[config.mk]
export PLATFORM = sky130hd
export DESIGN_NAME = pfm_monitor
export DESIGN_NICKNAME = d
export VERILOG_FILES = /design/src/rtl/pfm_pkg.sv /design/src/rtl/pfm_lock.sv /design/src/rtl/pfm_monitor.sv /design/src/rtl/pfm_persist.sv
export VERILOG_INCLUDE_DIRS = /design/src /design/src/rtl
export SDC_FILE = /design/constraint.sdc
export NUM_CORES = 1
export LEC_CHECK = 0
export BUFFER_PORTS_ARGS = -buffer_cell sky130_fd_sc_hd__buf_4
export CORE_ASPECT_RATIO = 0.8
export CORE_MARGIN = 1.5
export CORE_UTILIZATION = 60
export CTS_CLUSTER_DIAMETER = 30
export DETAILED_ROUTE_END_ITERATION = 8
export PLACE_DENSITY = 0.81
export SYNTH_ARGS = -nofsm -noshare
export SYNTH_HDL_FRONTEND = slang
export SYNTH_SLANG_ARGS = --single-unit
[constraint.sdc]
create_clock -name clk -period 3.65 [get_ports clk]
set_clock_uncertainty 0.2 [all_clocks]
set_input_delay 0.5475 -clock clk [delete_from_list [all_inputs] [get_ports clk]]
set_output_delay 0.5475 -clock clk [all_outputs]
set_load 0.005 [all_outputs]
[src/rtl/pfm_params.svh]
// Offsets, reset values and field positions of the permanent-fail monitor
`ifndef PFM_PARAMS_SVH
`define PFM_PARAMS_SVH
`define PFM_NPF 7
`define PFM_OFF_LOCK 8'h00
`define PFM_OFF_IMB 8'h04
`define PFM_OFF_THR 8'h08
`define PFM_OFF_SW 8'h0c
`define PFM_OFF_DLY0 8'h10
`define PFM_OFF_DLY1 8'h14
`define PFM_OFF_STAT 8'h18
`define PFM_OFF_MASK 8'h1c
`define PFM_OFF_FLAG 8'h20
`define PFM_OFF_MODE 8'h24
`define PFM_RST_LOCK 8'h00
`define PFM_LOCK_MASK 8'h07
`define PFM_BIT_PERM 2
`define PFM_BIT_FREEZE 1
`define PFM_BIT_DEFAULT_LOCKED 0
`define PFM_RST_CHK 16'h0e74
`define PFM_MAX_CHK 16'h157c
`define PFM_RST_MINCUR 16'h0032
`define PFM_MIN_MINCUR 16'h000a
`define PFM_MAX_POS 16'h7fff
`define PFM_RST_IMB 16'h00c8
`define PFM_RST_CHG 16'h0014
`define PFM_MIN_CHG 16'h000a
`define PFM_MAX_CHG 16'h1388
`define PFM_RST_DSG 16'hffec
`define PFM_MIN_DSG 16'hec78
`define PFM_MAX_DSG 16'hfff6
`define PFM_RST_GND 16'h0064
`define PFM_MIN_GND 16'h0001
`define PFM_RST_DLY 8'h05
`define PFM_IDX_FUSE 4
`define PFM_IDX_OSC 5
`endif

[src/rtl/pfm_pkg.sv]
// Types shared by the permanent-fail monitor
`default_nettype none
package pfm_pkg;
   typedef struct packed {
      logic psel;
      logic penable;
      logic pwrite;
      logic [7:0] paddr;
      logic [31:0] pwdata;
   } pfm_apb_req_t;
   typedef struct packed {
      logic [31:0] prdata;
      logic pready;
      logic pslverr;
   } pfm_apb_rsp_t;
   typedef struct packed {
      logic [15:0] cell_max_mv;
      logic [15:0] cell_min_mv;
      logic [15:0] current_ma;
      logic [15:0] gnd_count;
   } pfm_meas_t;
   typedef struct packed {
      logic unlock;
      logic full;
      logic cfg_enter;
      logic cfg_exit;
      logic sleep_enter;
      logic sleep_exit;
      logic relock;
   } pfm_mode_req_t;
   typedef enum logic [2:0] {
      mode_boot, mode_locked, mode_unlocked, mode_full, mode_cfg, mode_sleep
   } pfm_mode_t;
endpackage
`default_nettype wire
[src/rtl/pfm_lock.sv]
// Access mode state machine governed by the lock settings
`timescale 1ns/1ps
`default_nettype none
`include "pfm_params.svh"
module pfm_lock (
   // Clock and reset
   input wire logic clk,
   input wire logic rstn,
   // Settings and requests
   input wire logic [2:0] settings,
   input wire pfm_pkg::pfm_mode_req_t req,
   // Mode
   output var pfm_pkg::pfm_mode_t mode,
   output logic refused
);
   import pfm_pkg::*;
   pfm_mode_t mode_q, mode_d;

   // Mode taken after reset, configuration exit and deep sleep exit
   function automatic pfm_mode_t rest_mode(input logic [2:0] s);
      if (s[`PFM_BIT_DEFAULT_LOCKED]) begin
         rest_mode = mode_locked;
      end else if (s[`PFM_BIT_FREEZE]) begin
         rest_mode = mode_unlocked;
      end else begin
         rest_mode = mode_full;
      end
   endfunction

   always_comb begin
      mode_d = mode_q;
      refused = 1'b0;
      case (mode_q)
         mode_boot: mode_d = rest_mode(settings);
         mode_locked: begin
            if (req.unlock) begin
               if (settings[`PFM_BIT_PERM]) begin
                  refused = 1'b1;
               end else begin
                  mode_d = mode_unlocked;
               end
            end
         end
         mode_unlocked: begin
            if (req.full) begin
               if (settings[`PFM_BIT_FREEZE]) begin
                  refused = 1'b1;
               end else begin
                  mode_d = mode_full;
               end
            end else if (req.relock) begin
               mode_d = mode_locked;
            end else if (req.sleep_enter) begin
               mode_d = mode_sleep;
            end
         end
         mode_full: begin
            if (req.cfg_enter) begin
               if (settings[`PFM_BIT_FREEZE]) begin
                  refused = 1'b1;
               end else begin
                  mode_d = mode_cfg;
               end
            end else if (req.relock) begin
               mode_d = mode_locked;
            end else if (req.sleep_enter) begin
               mode_d = mode_sleep;
            end
         end
         mode_cfg: begin
            if (req.cfg_exit) begin
               mode_d = rest_mode(settings);
            end
         end
         mode_sleep: begin
            if (req.sleep_exit) begin
               mode_d = rest_mode(settings);
            end
         end
         default: mode_d = mode_boot;
      endcase
   end

   // Reset lands in boot so the settings are read after release
   always_ff @(posedge clk or negedge rstn) begin
      if (!rstn) begin
         mode_q <= mode_boot;
      end else begin
         mode_q <= mode_d;
      end
   end
   assign mode = mode_q;

   a_perm_hold:
   assert property (@(posedge clk) disable iff (!rstn)
      (mode_q == mode_locked && settings[`PFM_BIT_PERM])
      |=> mode_q == mode_locked)
      else $error("Left locked mode under permanent lock");
   a_freeze_cfg:
   assert property (@(posedge clk) disable iff (!rstn)
      (settings[`PFM_BIT_FREEZE] && mode_q != mode_cfg)
      |=> mode_q != mode_cfg)
      else $error("Entered configuration mode while frozen");
   a_freeze_full:
   assert property (@(posedge clk) disable iff (!rstn)
      (settings[`PFM_BIT_FREEZE] && mode_q != mode_full)
      |=> mode_q != mode_full)
      else $error("Entered full access while frozen");
   a_default_locked_default:
   assert property (@(posedge clk) disable iff (!rstn)
      ((mode_q == mode_boot || (mode_q == mode_cfg && req.cfg_exit))
      && settings[`PFM_BIT_DEFAULT_LOCKED]) |=> mode_q == mode_locked)
      else $error("Default-locked device not locked");
endmodule
`default_nettype wire

[src/rtl/pfm_monitor.sv]
// Permanent-fail monitor with register slave and interrupt
`timescale 1ns/1ps
`default_nettype none
`include "pfm_params.svh"
module pfm_monitor (
   // Clock and reset
   input wire logic clk,
   input wire logic rstn,
   // Register bus
   input wire pfm_pkg::pfm_apb_req_t apb_req,
   output var pfm_pkg::pfm_apb_rsp_t apb_rsp,
   // Measurements and timebase
   input wire pfm_pkg::pfm_meas_t meas,
   input wire logic tick_1s,
   input wire logic charge_switch_on,
   input wire logic discharge_switch_on,
   // Integrity sources
   input wire logic osc_integrity_err,
   input wire logic mux_check_fail,
   input wire logic fuse_pin,
   // Enable mask from configuration
   input wire logic [`PFM_NPF-1:0] pf_enable,
   // Mode requests from the key checker
   input wire pfm_pkg::pfm_mode_req_t mode_req,
   // Results
   output logic [`PFM_NPF-1:0] pf_flags,
   output logic switches_off,
   output var pfm_pkg::pfm_mode_t mode,
   output logic irq
);
   import pfm_pkg::*;
   localparam int NPF = `PFM_NPF;

   // Configuration registers
   logic [7:0] lock_q, lock_d;
   logic [15:0] chk_q, chk_d;
   logic [15:0] mincur_q, mincur_d;
   logic [15:0] imb_q, imb_d;
   logic [15:0] gnd_q, gnd_d;
   logic [15:0] chg_q, chg_d;
   logic [15:0] dsg_q, dsg_d;
   logic [7:0] dly_q [NPF];
   logic [7:0] dly_d [NPF];

   // Status and bus state
   pfm_apb_rsp_t rsp_q, rsp_d;
   logic [7:0] stat_q, stat_d;
   logic [7:0] mask_q, mask_d;
   logic [NPF-1:0] flags_q, flags_d;
   logic [NPF-1:0] cond, hit;
   logic off_q, off_d;
   logic irq_q, irq_d;
   logic fuse_m_q, fuse_s_q;
   logic refused;
   logic [31:0] rdata;

   // Bus phases
   logic [7:0] addr;
   logic setup, access, wr, rd_stat;
   assign addr = apb_req.paddr;
   assign setup = apb_req.psel && !apb_req.penable;
   assign access = apb_req.psel && apb_req.penable && rsp_q.pready;
   assign wr = access && apb_req.pwrite && !rsp_q.pslverr;
   assign rd_stat = access && !apb_req.pwrite && !rsp_q.pslverr
      && addr == `PFM_OFF_STAT;

   function automatic logic mapped(input logic [7:0] a);
      case (a)
         `PFM_OFF_LOCK, `PFM_OFF_IMB, `PFM_OFF_THR, `PFM_OFF_SW,
         `PFM_OFF_DLY0, `PFM_OFF_DLY1, `PFM_OFF_STAT,
         `PFM_OFF_MASK, `PFM_OFF_FLAG, `PFM_OFF_MODE: mapped = 1'b1;
         default: mapped = 1'b0;
      endcase
   endfunction

   // Settings hold their documented ranges whatever software writes
   function automatic logic [15:0] clamp(input logic [15:0] v,
      input logic [15:0] lo, input logic [15:0] hi);
      if ($signed(v) < $signed(lo)) begin
         clamp = lo;
      end else if ($signed(v) > $signed(hi)) begin
         clamp = hi;
      end else begin
         clamp = v;
      end
   endfunction

   // Read data mux
   always_comb begin
      rdata = 32'h0000_0000;
      case (addr)
         `PFM_OFF_LOCK: rdata = {24'h00_0000, lock_q};
         `PFM_OFF_IMB: rdata = {mincur_q, chk_q};
         `PFM_OFF_THR: rdata = {gnd_q, imb_q};
         `PFM_OFF_SW: rdata = {dsg_q, chg_q};
         `PFM_OFF_DLY0: rdata = {dly_q[3], dly_q[2], dly_q[1], dly_q[0]};
         `PFM_OFF_DLY1: rdata = {8'h00, dly_q[6], dly_q[5], dly_q[4]};
         `PFM_OFF_STAT: rdata = {24'h00_0000, stat_q};
         `PFM_OFF_MASK: rdata = {24'h00_0000, mask_q};
         `PFM_OFF_FLAG: rdata = {25'h000_0000, flags_q};
         `PFM_OFF_MODE: rdata = {29'h0000_0000, mode};
         default: rdata = 32'h0000_0000;
      endcase
   end

   // Slave answers in the first access cycle, no wait states
   always_comb begin
      rsp_d.pready = setup;
      rsp_d.pslverr = setup && !mapped(addr);
      rsp_d.prdata = 32'h0000_0000;
      if (setup && !apb_req.pwrite && mapped(addr)) begin
         rsp_d.prdata = rdata;
      end
   end

   // Register writes
   always_comb begin
      lock_d = lock_q;
      chk_d = chk_q;
      mincur_d = mincur_q;
      imb_d = imb_q;
      gnd_d = gnd_q;
      chg_d = chg_q;
      dsg_d = dsg_q;
      mask_d = mask_q;
      dly_d = dly_q;
      if (wr) begin
         case (addr)
            `PFM_OFF_LOCK: begin
               lock_d = apb_req.pwdata[7:0] & `PFM_LOCK_MASK;
            end
            `PFM_OFF_IMB: begin
               chk_d = clamp(apb_req.pwdata[15:0], 16'h0000, `PFM_MAX_CHK);
               mincur_d = clamp(apb_req.pwdata[31:16], `PFM_MIN_MINCUR,
                  `PFM_MAX_POS);
            end
            `PFM_OFF_THR: begin
               imb_d = clamp(apb_req.pwdata[15:0], 16'h0000, `PFM_MAX_CHK);
               gnd_d = clamp(apb_req.pwdata[31:16], `PFM_MIN_GND,
                  `PFM_MAX_POS);
            end
            `PFM_OFF_SW: begin
               chg_d = clamp(apb_req.pwdata[15:0], `PFM_MIN_CHG,
                  `PFM_MAX_CHG);
               dsg_d = clamp(apb_req.pwdata[31:16], `PFM_MIN_DSG,
                  `PFM_MAX_DSG);
            end
            `PFM_OFF_DLY0: begin
               for (int i = 0; i < 4; i++) begin
                  dly_d[i] = apb_req.pwdata[8*i +: 8];
               end
            end
            `PFM_OFF_DLY1: begin
               for (int i = 4; i < NPF; i++) begin
                  dly_d[i] = apb_req.pwdata[8*(i-4) +: 8];
               end
            end
            `PFM_OFF_MASK: mask_d = apb_req.pwdata[7:0];
            default: mask_d = mask_q;
         endcase
      end
   end

   // Sign-extended operands
   logic signed [16:0] cmax, cmin, cur, acur, diff;
   logic signed [16:0] chk, minc, imbt, chgt, dsgt;
   always_comb begin
      cmax = $signed({meas.cell_max_mv[15], meas.cell_max_mv});
      cmin = $signed({meas.cell_min_mv[15], meas.cell_min_mv});
      cur = $signed({meas.current_ma[15], meas.current_ma});
      acur = (cur < 0) ? -cur : cur;
      diff = cmax - cmin;
      chk = $signed({chk_q[15], chk_q});
      minc = $signed({mincur_q[15], mincur_q});
      imbt = $signed({imb_q[15], imb_q});
      chgt = $signed({chg_q[15], chg_q});
      dsgt = $signed({dsg_q[15], dsg_q});
   end

   // Fault conditions
   always_comb begin
      cond[0] = (cmax >= chk)
         && (acur >= minc)
         && (diff >= imbt);
      cond[1] = !charge_switch_on && (cur >= chgt);
      cond[2] = !discharge_switch_on && (cur <= dsgt);
      cond[3] = meas.gnd_count >= gnd_q;
      cond[4] = fuse_s_q;
      cond[5] = osc_integrity_err;
      cond[6] = mux_check_fail;
   end

   // Fuse input is sampled only on the tick, so a short glitch is ignored
   genvar g;
   generate
      for (g = 0; g < NPF; g++) begin : g_pf
         pfm_persist #(
            .TICK_ONLY(g == `PFM_IDX_FUSE)
         ) u_persist (
            .clk(clk),
            .rstn(rstn),
            .tick(tick_1s),
            .cond(cond[g]),
            .delay(dly_q[g]),
            .hit(hit[g])
         );
      end
   endgenerate

   pfm_lock u_lock (
      .clk(clk),
      .rstn(rstn),
      .settings(lock_q[2:0]),
      .req(mode_req),
      .mode(mode),
      .refused(refused)
   );

   // Flags, forced switch-off, status and interrupt
   always_comb begin
      flags_d = flags_q | (hit & pf_enable);
      off_d = off_q;
      if (osc_integrity_err && dly_q[`PFM_IDX_OSC] == 8'h00) begin
         off_d = 1'b1;
      end
      stat_d = stat_q;
      // Clear only what was returned, so a fresh event survives the read
      if (rd_stat) begin
         stat_d = stat_q & ~rsp_q.prdata[7:0];
      end
      stat_d = stat_d | {refused, flags_d & ~flags_q};
      irq_d = |(stat_d & mask_d);
   end

   always_ff @(posedge clk or negedge rstn) begin
      if (!rstn) begin
         lock_q <= `PFM_RST_LOCK;
         chk_q <= `PFM_RST_CHK;
         mincur_q <= `PFM_RST_MINCUR;
         imb_q <= `PFM_RST_IMB;
         gnd_q <= `PFM_RST_GND;
         chg_q <= `PFM_RST_CHG;
         dsg_q <= `PFM_RST_DSG;
         for (int i = 0; i < NPF; i++) begin
            dly_q[i] <= `PFM_RST_DLY;
         end
         mask_q <= 8'h00;
         stat_q <= 8'h00;
         flags_q <= '0;
         off_q <= 1'b0;
         irq_q <= 1'b0;
         rsp_q <= '0;
         fuse_m_q <= 1'b0;
         fuse_s_q <= 1'b0;
      end else begin
         lock_q <= lock_d;
         chk_q <= chk_d;
         mincur_q <= mincur_d;
         imb_q <= imb_d;
         gnd_q <= gnd_d;
         chg_q <= chg_d;
         dsg_q <= dsg_d;
         dly_q <= dly_d;
         mask_q <= mask_d;
         stat_q <= stat_d;
         flags_q <= flags_d;
         off_q <= off_d;
         irq_q <= irq_d;
         rsp_q <= rsp_d;
         fuse_m_q <= fuse_pin;
         fuse_s_q <= fuse_m_q;
      end
   end

   assign apb_rsp = rsp_q;
   assign pf_flags = flags_q;
   assign switches_off = off_q;
   assign irq = irq_q;

   a_imb_volt_gate:
   assert property (@(posedge clk) disable iff (!rstn)
      $rose(flags_q[0]) |-> $past(cmax >= chk))
      else $error("Imbalance flag set below check voltage");
   a_imb_cur_gate:
   assert property (@(posedge clk) disable iff (!rstn)
      $rose(flags_q[0]) |-> $past(acur >= minc))
      else $error("Imbalance flag set below minimum current");
   a_imb_delta:
   assert property (@(posedge clk) disable iff (!rstn)
      $rose(flags_q[0]) |-> $past(tick_1s && diff >= imbt))
      else $error("Imbalance flag without delta on a tick");
   a_chg_stuck:
   assert property (@(posedge clk) disable iff (!rstn)
      $rose(flags_q[1]) |-> $past(!charge_switch_on && cur >= chgt))
      else $error("Charge switch flag without cause");
   a_dsg_stuck:
   assert property (@(posedge clk) disable iff (!rstn)
      $rose(flags_q[2]) |-> $past(!discharge_switch_on && cur <= dsgt))
      else $error("Discharge switch flag without cause");
   a_gnd_count:
   assert property (@(posedge clk) disable iff (!rstn)
      $rose(flags_q[3]) |-> $past(tick_1s && meas.gnd_count >= gnd_q))
      else $error("Ground flag without count over threshold");
   a_fuse_tick:
   assert property (@(posedge clk) disable iff (!rstn)
      $rose(flags_q[4]) |-> $past(tick_1s && fuse_s_q))
      else $error("Second-level flag set off a tick");
   a_osc_flag:
   assert property (@(posedge clk) disable iff (!rstn)
      $rose(flags_q[5]) |-> $past(tick_1s && osc_integrity_err))
      else $error("Oscillator flag without error on a tick");
   a_osc_force_off:
   assert property (@(posedge clk) disable iff (!rstn)
      (osc_integrity_err && dly_q[`PFM_IDX_OSC] == 8'h00)
      |=> switches_off [*2])
      else $error("Switches not forced off on oscillator failure");
   a_mux_flag:
   assert property (@(posedge clk) disable iff (!rstn)
      $rose(flags_q[6]) |-> $past(tick_1s && mux_check_fail))
      else $error("Mux flag without failing check on a tick");
   a_lock_reserved:
   assert property (@(posedge clk) disable iff (!rstn)
      wr && addr == `PFM_OFF_LOCK |=> lock_q[7:3] == 5'h00
      && lock_q[2:0] == $past(apb_req.pwdata[2:0]))
      else $error("Lock byte reserved bits not zero");

   c_imb_fail: cover property (@(posedge clk) disable iff (!rstn)
      $rose(flags_q[0]));
   c_force_off: cover property (@(posedge clk) disable iff (!rstn)
      $rose(off_q));
   c_irq_clear: cover property (@(posedge clk) disable iff (!rstn)
      irq_q ##1 rd_stat ##1 !irq_q);
endmodule
`default_nettype wire

[src/rtl/pfm_persist.sv]
// Seconds persistence counter for one fault condition
`timescale 1ns/1ps
`default_nettype none
module pfm_persist #(
   parameter bit TICK_ONLY = 1'b0
) (
   // Clock and reset
   input wire logic clk,
   input wire logic rstn,
   // Fault condition
   input wire logic tick,
   input wire logic cond,
   input wire logic [7:0] delay,
   // Result
   output logic hit
);
   logic [7:0] cnt_q, cnt_d;

   always_comb begin
      cnt_d = cnt_q;
      hit = 1'b0;
      if (!cond && (!TICK_ONLY || tick)) begin
         cnt_d = 8'h00;
      end else if (tick && cond) begin
         if ({1'b0, cnt_q} + 9'h001 >= {1'b0, delay}) begin
            hit = 1'b1;
         end else begin
            cnt_d = cnt_q + 8'h01;
         end
      end
   end

   always_ff @(posedge clk or negedge rstn) begin
      if (!rstn) begin
         cnt_q <= 8'h00;
      end else begin
         cnt_q <= cnt_d;
      end
   end

   a_run_clear:
   assert property (@(posedge clk) disable iff (!rstn)
      (!cond && (!TICK_ONLY || tick)) |=> cnt_q == 8'h00)
      else $error("Count kept after fault dropped");
   a_zero_delay:
   assert property (@(posedge clk) disable iff (!rstn)
      (tick && cond && delay == 8'h00) |-> hit)
      else $error("Zero delay did not fire on first tick");
endmodule
`default_nettype wire

* After elaboration in Yosys (flattened, before gate mapping)
Cells that the tools add are included.
** Word-level totals
- Flip-flop bits (word level) :: 275
- Input port bits :: 129
- Word-level logic and storage cells :: 240
** Operators by class
- Add/sub/neg operators :: 16
- Magnitude comparators :: 23
- Equality and inequality tests :: 33
- Multiplexer cells :: 77
- Bitwise operators :: 8
- Reductions and logical operators :: 51
** Operators with widths (count)
- 32-bit one-hot mux with 10 select lines :: 1
- 8-bit two-way mux :: 24
- 16-bit two-way mux :: 9
- 8-bit by 1-bit adder with 9-bit output (second input constant) :: 7
- 9-bit by 8-bit >= comparator with 1-bit output :: 7
- 8-bit by 1-bit adder with 8-bit output (second input constant) :: 7
- 16-bit >= comparator :: 3
- 17-bit by 16-bit >= comparator with 1-bit output :: 2
- 3-bit two-way mux :: 11
- 8-bit by 5-bit == test with 1-bit output (second input constant) :: 4
- 16-bit by 14-bit > comparator with 1-bit output (second input constant) :: 2
- 16-bit by 1-bit less-than comparator with 1-bit output (second input constant) :: 2
- 16-bit by 5-bit less-than comparator with 1-bit output (second input constant) :: 2
- 32-bit two-way mux :: 1
- 1-bit two-way mux :: 28
- 2-bit != test (second input constant) :: 14
- 2-bit AND reduction :: 13
- 1-bit logical AND :: 24
- 3-bit one-hot mux with 6 select lines :: 1
- 17-bit two-way mux :: 1
- 16-bit negation with 17-bit output :: 1
- 16-bit by 16-bit subtractor with 17-bit output :: 1
- 8-bit bitwise AND :: 2
- 8-bit by 4-bit == test with 1-bit output (second input constant) :: 2
- 25 further kinds :: 39

* Depth between registers and ports, before layout
- Word-level depth :: 14
- Depth in mapped cells :: 20
- Depth with buffers taken out :: 20

* Cells and area by module
From an unflattened synthesis, not the netlist that was laid out.
** Unflattened totals
- Cell total of the unflattened synthesis :: 1919
- Area total of the unflattened synthesis :: 18367.6 µm²
** Modules (own cells, without submodules)
- pfm_monitor :: times used 1, cells each 1287, area each 12610.8 µm², seq. area each 5411.4 µm²
- pfm_persist at g_pf[0].u_persist ... :: times used 6, cells each 84, area each 777.0 µm², seq. area each 200.2 µm²
- pfm_persist at g_pf[4].u_persist :: times used 1, cells each 94, area each 793.3 µm², seq. area each 200.2 µm²
- pfm_lock :: times used 1, cells each 34, area each 301.5 µm², seq. area each 75.1 µm²

* Worst setup path after synthesis
OpenSTA, ideal clock, no wires.
- Path type :: in2reg
- Start :: in meas[48] (netlist bit)
- End :: reg irq_q (netlist: irq)
- Setup time :: 0.124 ns
- Data arrival time :: 4.009 ns
- Data required time :: 3.326 ns
- Slack :: -0.683 ns
- Stages on the path :: 20
- Cell sequence :: inv_1 ha_1 fa_1 nor2b_1 o31ai_1 a2bb2oi_1 a21o_1 a21o_1 a21oi_1 o21a_1 xnor2_1 ha_1 nand2_1 nor3_1 o31a_1 a221oi_1 nand2_1 o211ai_1 nor3_1 a211o_1
** On the way
- Cells in the longest elaborated chain, start to end :: 12
- Elaborated cells on any way between the ends :: 14
- Classes of those cells :: add/sub: 1; order compare: 2; mux: 2; bitwise: 5; reduce/logical: 4
** Ends and longest elaborated chain
- from (decl) :: line pfm_monitor.sv:13 : input wire pfm_pkg::pfm_meas_t meas,
- 16-bit by 16-bit subtractor with 17-bit output or 16-bit >= comparator (tied branches) :: line pfm_monitor.sv:172, pfm_monitor.sv:182
- 17-bit by 16-bit >= comparator with 1-bit output or 1-bit logical AND (tied branches) :: line pfm_monitor.sv:184, pfm_monitor.sv:183
- 1-bit logical AND (*) :: line pfm_monitor.sv:184 : && (diff >= imbt);
- 1-bit logical AND :: line pfm_persist.sv:24 : end else if (tick && cond) begin
- 1-bit two-way mux :: line pfm_persist.sv:24
- 1-bit two-way mux (*) :: line pfm_persist.sv:22 : if (!cond && (!TICK_ONLY || tick)) begin
- 7-bit bitwise AND (*) :: line pfm_monitor.sv:221 : flags_d = flags_q | (hit & pf_enable);
- 7-bit bitwise OR (*) :: line pfm_monitor.sv:221
- 7-bit bitwise AND (*) :: line pfm_monitor.sv:231 : stat_d = stat_d | {refused, flags_d & ~flags_q};
- 8-bit bitwise OR (*) :: line pfm_monitor.sv:231
- 8-bit bitwise AND (*) :: line pfm_monitor.sv:232 : irq_d = |(stat_d & mask_d);
- 8-bit OR reduction (*) :: line pfm_monitor.sv:232
- named net irq_d :: line pfm_monitor.sv:52 : logic irq_q, irq_d;
- to (signal assigned) :: line pfm_monitor.sv:268 : irq_q <= irq_d;
- to (decl) :: line pfm_monitor.sv:52
The timed path passes the listed nets; every way through them passes the cells marked *.
A chain may end at the register's enable or synchronous reset.

* Final worst setup path
- Start :: reg g_pf[5].u_persist.cnt_q[1]
- End :: reg irq_q (netlist: irq)
** On the way
- Cells in the longest elaborated chain, start to end :: 11
** Ends and longest elaborated chain
- from (decl) :: line pfm_persist.sv:17 : logic [7:0] cnt_q, cnt_d;
- from (signal assigned) :: line pfm_persist.sv:37 : cnt_q <= cnt_d;
- 8-bit by 1-bit adder with 9-bit output :: line pfm_persist.sv:25 : if ({1'b0, cnt_q} + 9'h001 >= {1'b0, delay}) begin
- 9-bit by 8-bit >= comparator with 1-bit output :: line pfm_persist.sv:25
- 1-bit two-way mux :: line pfm_persist.sv:25
- 1-bit two-way mux :: line pfm_persist.sv:24
- 1-bit two-way mux :: line pfm_persist.sv:22
- 7-bit bitwise AND :: line pfm_monitor.sv:221
- 7-bit bitwise OR :: line pfm_monitor.sv:221
- 7-bit bitwise AND :: line pfm_monitor.sv:231
- 8-bit bitwise OR :: line pfm_monitor.sv:231
- named net stat_d[5] :: line pfm_monitor.sv:47 : logic [7:0] stat_q, stat_d;
- 8-bit bitwise AND :: line pfm_monitor.sv:232
- 8-bit OR reduction :: line pfm_monitor.sv:232
- named net irq_d :: line pfm_monitor.sv:52
The timed path passes the listed nets, and every way through them passes these cells.

==> metrics.txt <==
max-slew violations 0; antenna violations before repair 3; total leakage power 0.0103 µW; area taken by multi-input logic gates a little under 10000 µm²; Internal 7070 µW; final period demand of the worst path around 3.6 ns; maximum root-to-sink buffer count 3; relative slew slack 47.3%; vias per cell 6.29; post-route non-filler standard cell count 2546; dpl hpwl 39800 µm; RSZ-0062 raised after global routing true; fraction of post-synthesis cell area in the top cell type by area approximately a third; post-synthesis area per instance about 9.4 µm²; die span in x ~190 µm; number of enable-type register cells in the synthesized netlist 0; clock latency of the later-clocked register in the worst-skew pair about 0.57 ns; worst-path cell chain ha_1 -> and3_1 -> and3_1 -> xor2_1 -> ha_1 -> a211oi_1 -> o21ai_0 -> a21oi_1 -> o21a_1 -> o31ai_1 -> a2111oi_2 -> o211ai_1 -> a211o_1; Slowest-stage cell, CP sky130_fd_sc_hd__a2111oi_2; post-detailed-route wirelength per cell 21.7 µm; result of the run finished, final reports clean; number of register bits inferred by synthesis 273; GRT Residual Overflow 0; achievable frequency 278 MHz; total of max-cap violations 0; vias post-DR 16027; arrival time at the worst endpoint just under 4 ns; period utilization 98.7%; top-level I/O count 175; clock buffer count from CTS 54; Floorplan Core Area 28200 µm²; final antenna-violating net count 0; top-count cell post-synth sky130_fd_sc_hd__dfrtp_1; Worst setup SP type register; Root Driver sky130_fd_sc_hd__clkbuf_16; Synth Net Count 2143; All-Layer GR Usage approximately 37%; share of synthesized area occupied by flip-flops and latches about two fifths; largest net degree at the start of global routing 94; transition at the pin with the smallest max-transition slack 0.787 ns; via count of the first global-routing pass between 15000 and 20000; pwr dens 442 nW/µm²; Critical Path RT a little under 4 ns; Area Growth Syn to Fin 27.0%; global placer's final weighted congestion about 1.0; relative contribution of combinational cells to total power about 13%; clock tree from TritonCTS done; largest driver fanout on the critical path 3; final core utilization 77.5%; total area of sequential cells ~6900 µm²; worst path buffer plus inverter count 0; most instantiated cells after synthesis sky130_fd_sc_hd__dfrtp_1, sky130_fd_sc_hd__nand2_1, sky130_fd_sc_hd__inv_1; summed instance area of the synthesized netlist 17200 µm²; fraction of final layout cells with drive strength greater than 1 24.1%; row count 55; Switch Pwr 2600 µW; delay of the slowest critical-path stage roughly 0.44 ns; Yosys top cell by area sky130_fd_sc_hd__dfrtp_1; cells taking the most area after synthesis sky130_fd_sc_hd__dfrtp_1, sky130_fd_sc_hd__ha_1, sky130_fd_sc_hd__dfstp_2; async set or reset register ratio after synthesis 100%; sinks on the clock net 273; post-detailed-route DRC marker count 0; CTS clk-pin slew, worst paths roughly 0.050 ns; largest voltage drop on the vdd net 0.417 mV; count of input and output buffers 174; count of routing violations after the opening detailed-route iteration 1706; die height around 150 µm; filler cell count in the final layout 1814; Worst Path Class, Setup reg2reg; die area 29700 µm²; path category of the worst min-delay check in2reg; clock power share 53.9%; number of search-and-repair iterations in the first detailed-routing pass 8; Nets between 2000 and 2500; Worst path top cell family by delay compound AO/OA/AOI/OAI gates; Critical Path End Type register; sw frac 26.9%; Initial Utilization 61.0%; total count of hold-check failures in the final report 0; gate count after technology mapping 1838; synthesis warning total 0; unique cell type count in the Yosys netlist 78; proportion of power drawn by flip-flops and latches 33.2%; number of cells after detailed placement ~2400; total length of routed wires roughly 55000 µm; commonest register cell after synthesis sky130_fd_sc_hd__dfrtp_1; Max H-tree Level 2; register-to-register setup slack 0.05 ns; final setup violation count 0; global-route wire length before repair 86100 µm
-- per-stage QoR --
step / TNS [ns] / cell area (µm²) / setup slack, ns / total power (µW) / hold WS (ns)
final: 0 / 21900 / 0.0477 / 9670 / 0.0301
after global routing: -0.169 / 21900 / -0.111 / 9970 / 0.0359
after CTS: 0 / 21700 / 0.00293 / 9630 / 0.0179
after detailed placement: -6.52 / 19700 / -0.714 / 4430 / 0.137
after global placement: -5.22 / 19700 / -0.572 / 4380 / 0.134
after floorplan: -2.32 / 17300 / -0.446 / 3860 / 0.0519
-- area by class of cell --
type | count | area share, %
antenna | 1 | 0.0114
clock buffer | 66 | 6.67
clock inverter | 36 | 2.18
inverter | 179 | 3.15
multi-input combinational | 1332 | 44.1
sequential | 273 | 31.5
tap | 370 | 2.12
timing repair buffer | 289 | 10.3
-- routing by layer --
layer / GRT usage (%) / wire length, µm / vias up
li1: - / - / 7175
met1: 52.3 / 22600 / 7676
met2: 54.8 / 23600 / 988
met3: 9.60 / 6770 / 186
met4: 16.6 / 2260 / 2
met5: 0 / 57 / -
-- worst reg2reg max path, delay by kind of cell (launching register included) --
family | cells | cell delay (ns)
AND/OR/NAND/NOR | 2 | 0.40
flip-flops | 1 | 0.40
XOR/XNOR | 1 | 0.15
adder cells (fa/ha/maj) | 2 | 0.50
AO/OA/AOI/OAI | 8 | 1.82
-- state kept, by name, summed over array words and instances, names as in the netlist --
name / count
apb_rsp: 34
chg_q: 16
chk_q: 15
dly_q: 56
dsg_q: 16
fuse_m_q: 1
fuse_s_q: 1
g_pf.u_persist.cnt_q: 56
gnd_q: 16
imb_q: 15
irq: 1
lock_q: 3
mask_q: 8
mincur_q: 16
pf_flags: 7
stat_q: 8
switches_off: 1
u_lock.mode: 3
-- placed cells by master, fill, tap and decap left out, drive strengths merged, types with 16 or more instances in the layout --
master	synthesis	routed
xnor2	55	55
nand4	18	18
a31oi	21	21
nor2	102	102
ha	175	175
a21o	21	21
nand3	46	46
dfstp	45	45
and3	22	22
mux2	56	56
buf	4	286
a22oi	45	45
o21a	16	16
dfrtp	228	228
nor2b	19	19
nand2b	26	26
a21oi	83	83
a22o	24	24
inv	178	190
and2	23	23
clkbuf	50	66
xor2	49	49
o21ai	154	154
nand2	179	179
-- logic make-up after synthesis --
kind of cell / Yosys count / synth area share, %
simple gates: 512 / 14.5
compound gates: 472 / 17.8
flops: 273 / 40.0
buf+inv: 233 / 5.13
fa+ha+maj: 176 / 12.8
xor+xnor: 104 / 5.29
mux: 67 / 4.35
other cells: 1 / 0.0218
-- power by group through the flow --
stage | sequential (µW) | clock, µW | combinational [µW]
detailed placement | 3260 | 0 | 1180
global placement | 3250 | 0 | 1130
CTS | 3210 | 5220 | 1190
global route | 3220 | 5380 | 1370
finish | 3220 | 5210 | 1240
floorplan | 3220 | 0 | 645
-- path summary, 6_finish.rpt --
check,cells past startpoint,end,start
setup / recovery,13,irq,g_pf[5].u_persist.cnt_q[1]
hold / removal,2,pf_flags[4],pf_enable[4]
setup reg to reg,13,irq,g_pf[5].u_persist.cnt_q[1]
hold reg to reg,0,fuse_s_q,fuse_m_q
max in group asynchronous,3,chk_q[4],rstn
min in group asynchronous,2,g_pf[2].u_persist.cnt_q[5],rstn
-- timing repair --
item | CTS | global route
gates resized for setup | 3 | 30
buffers inserted | 1 | 4
pin swaps | 3 | 12
hold buffers | 3 | 0
setup endpoints to repair | 10 | 11
endpoints found under the hold margin | 74 | 0
No activity file was read; power rests on OpenSTA's default activity.
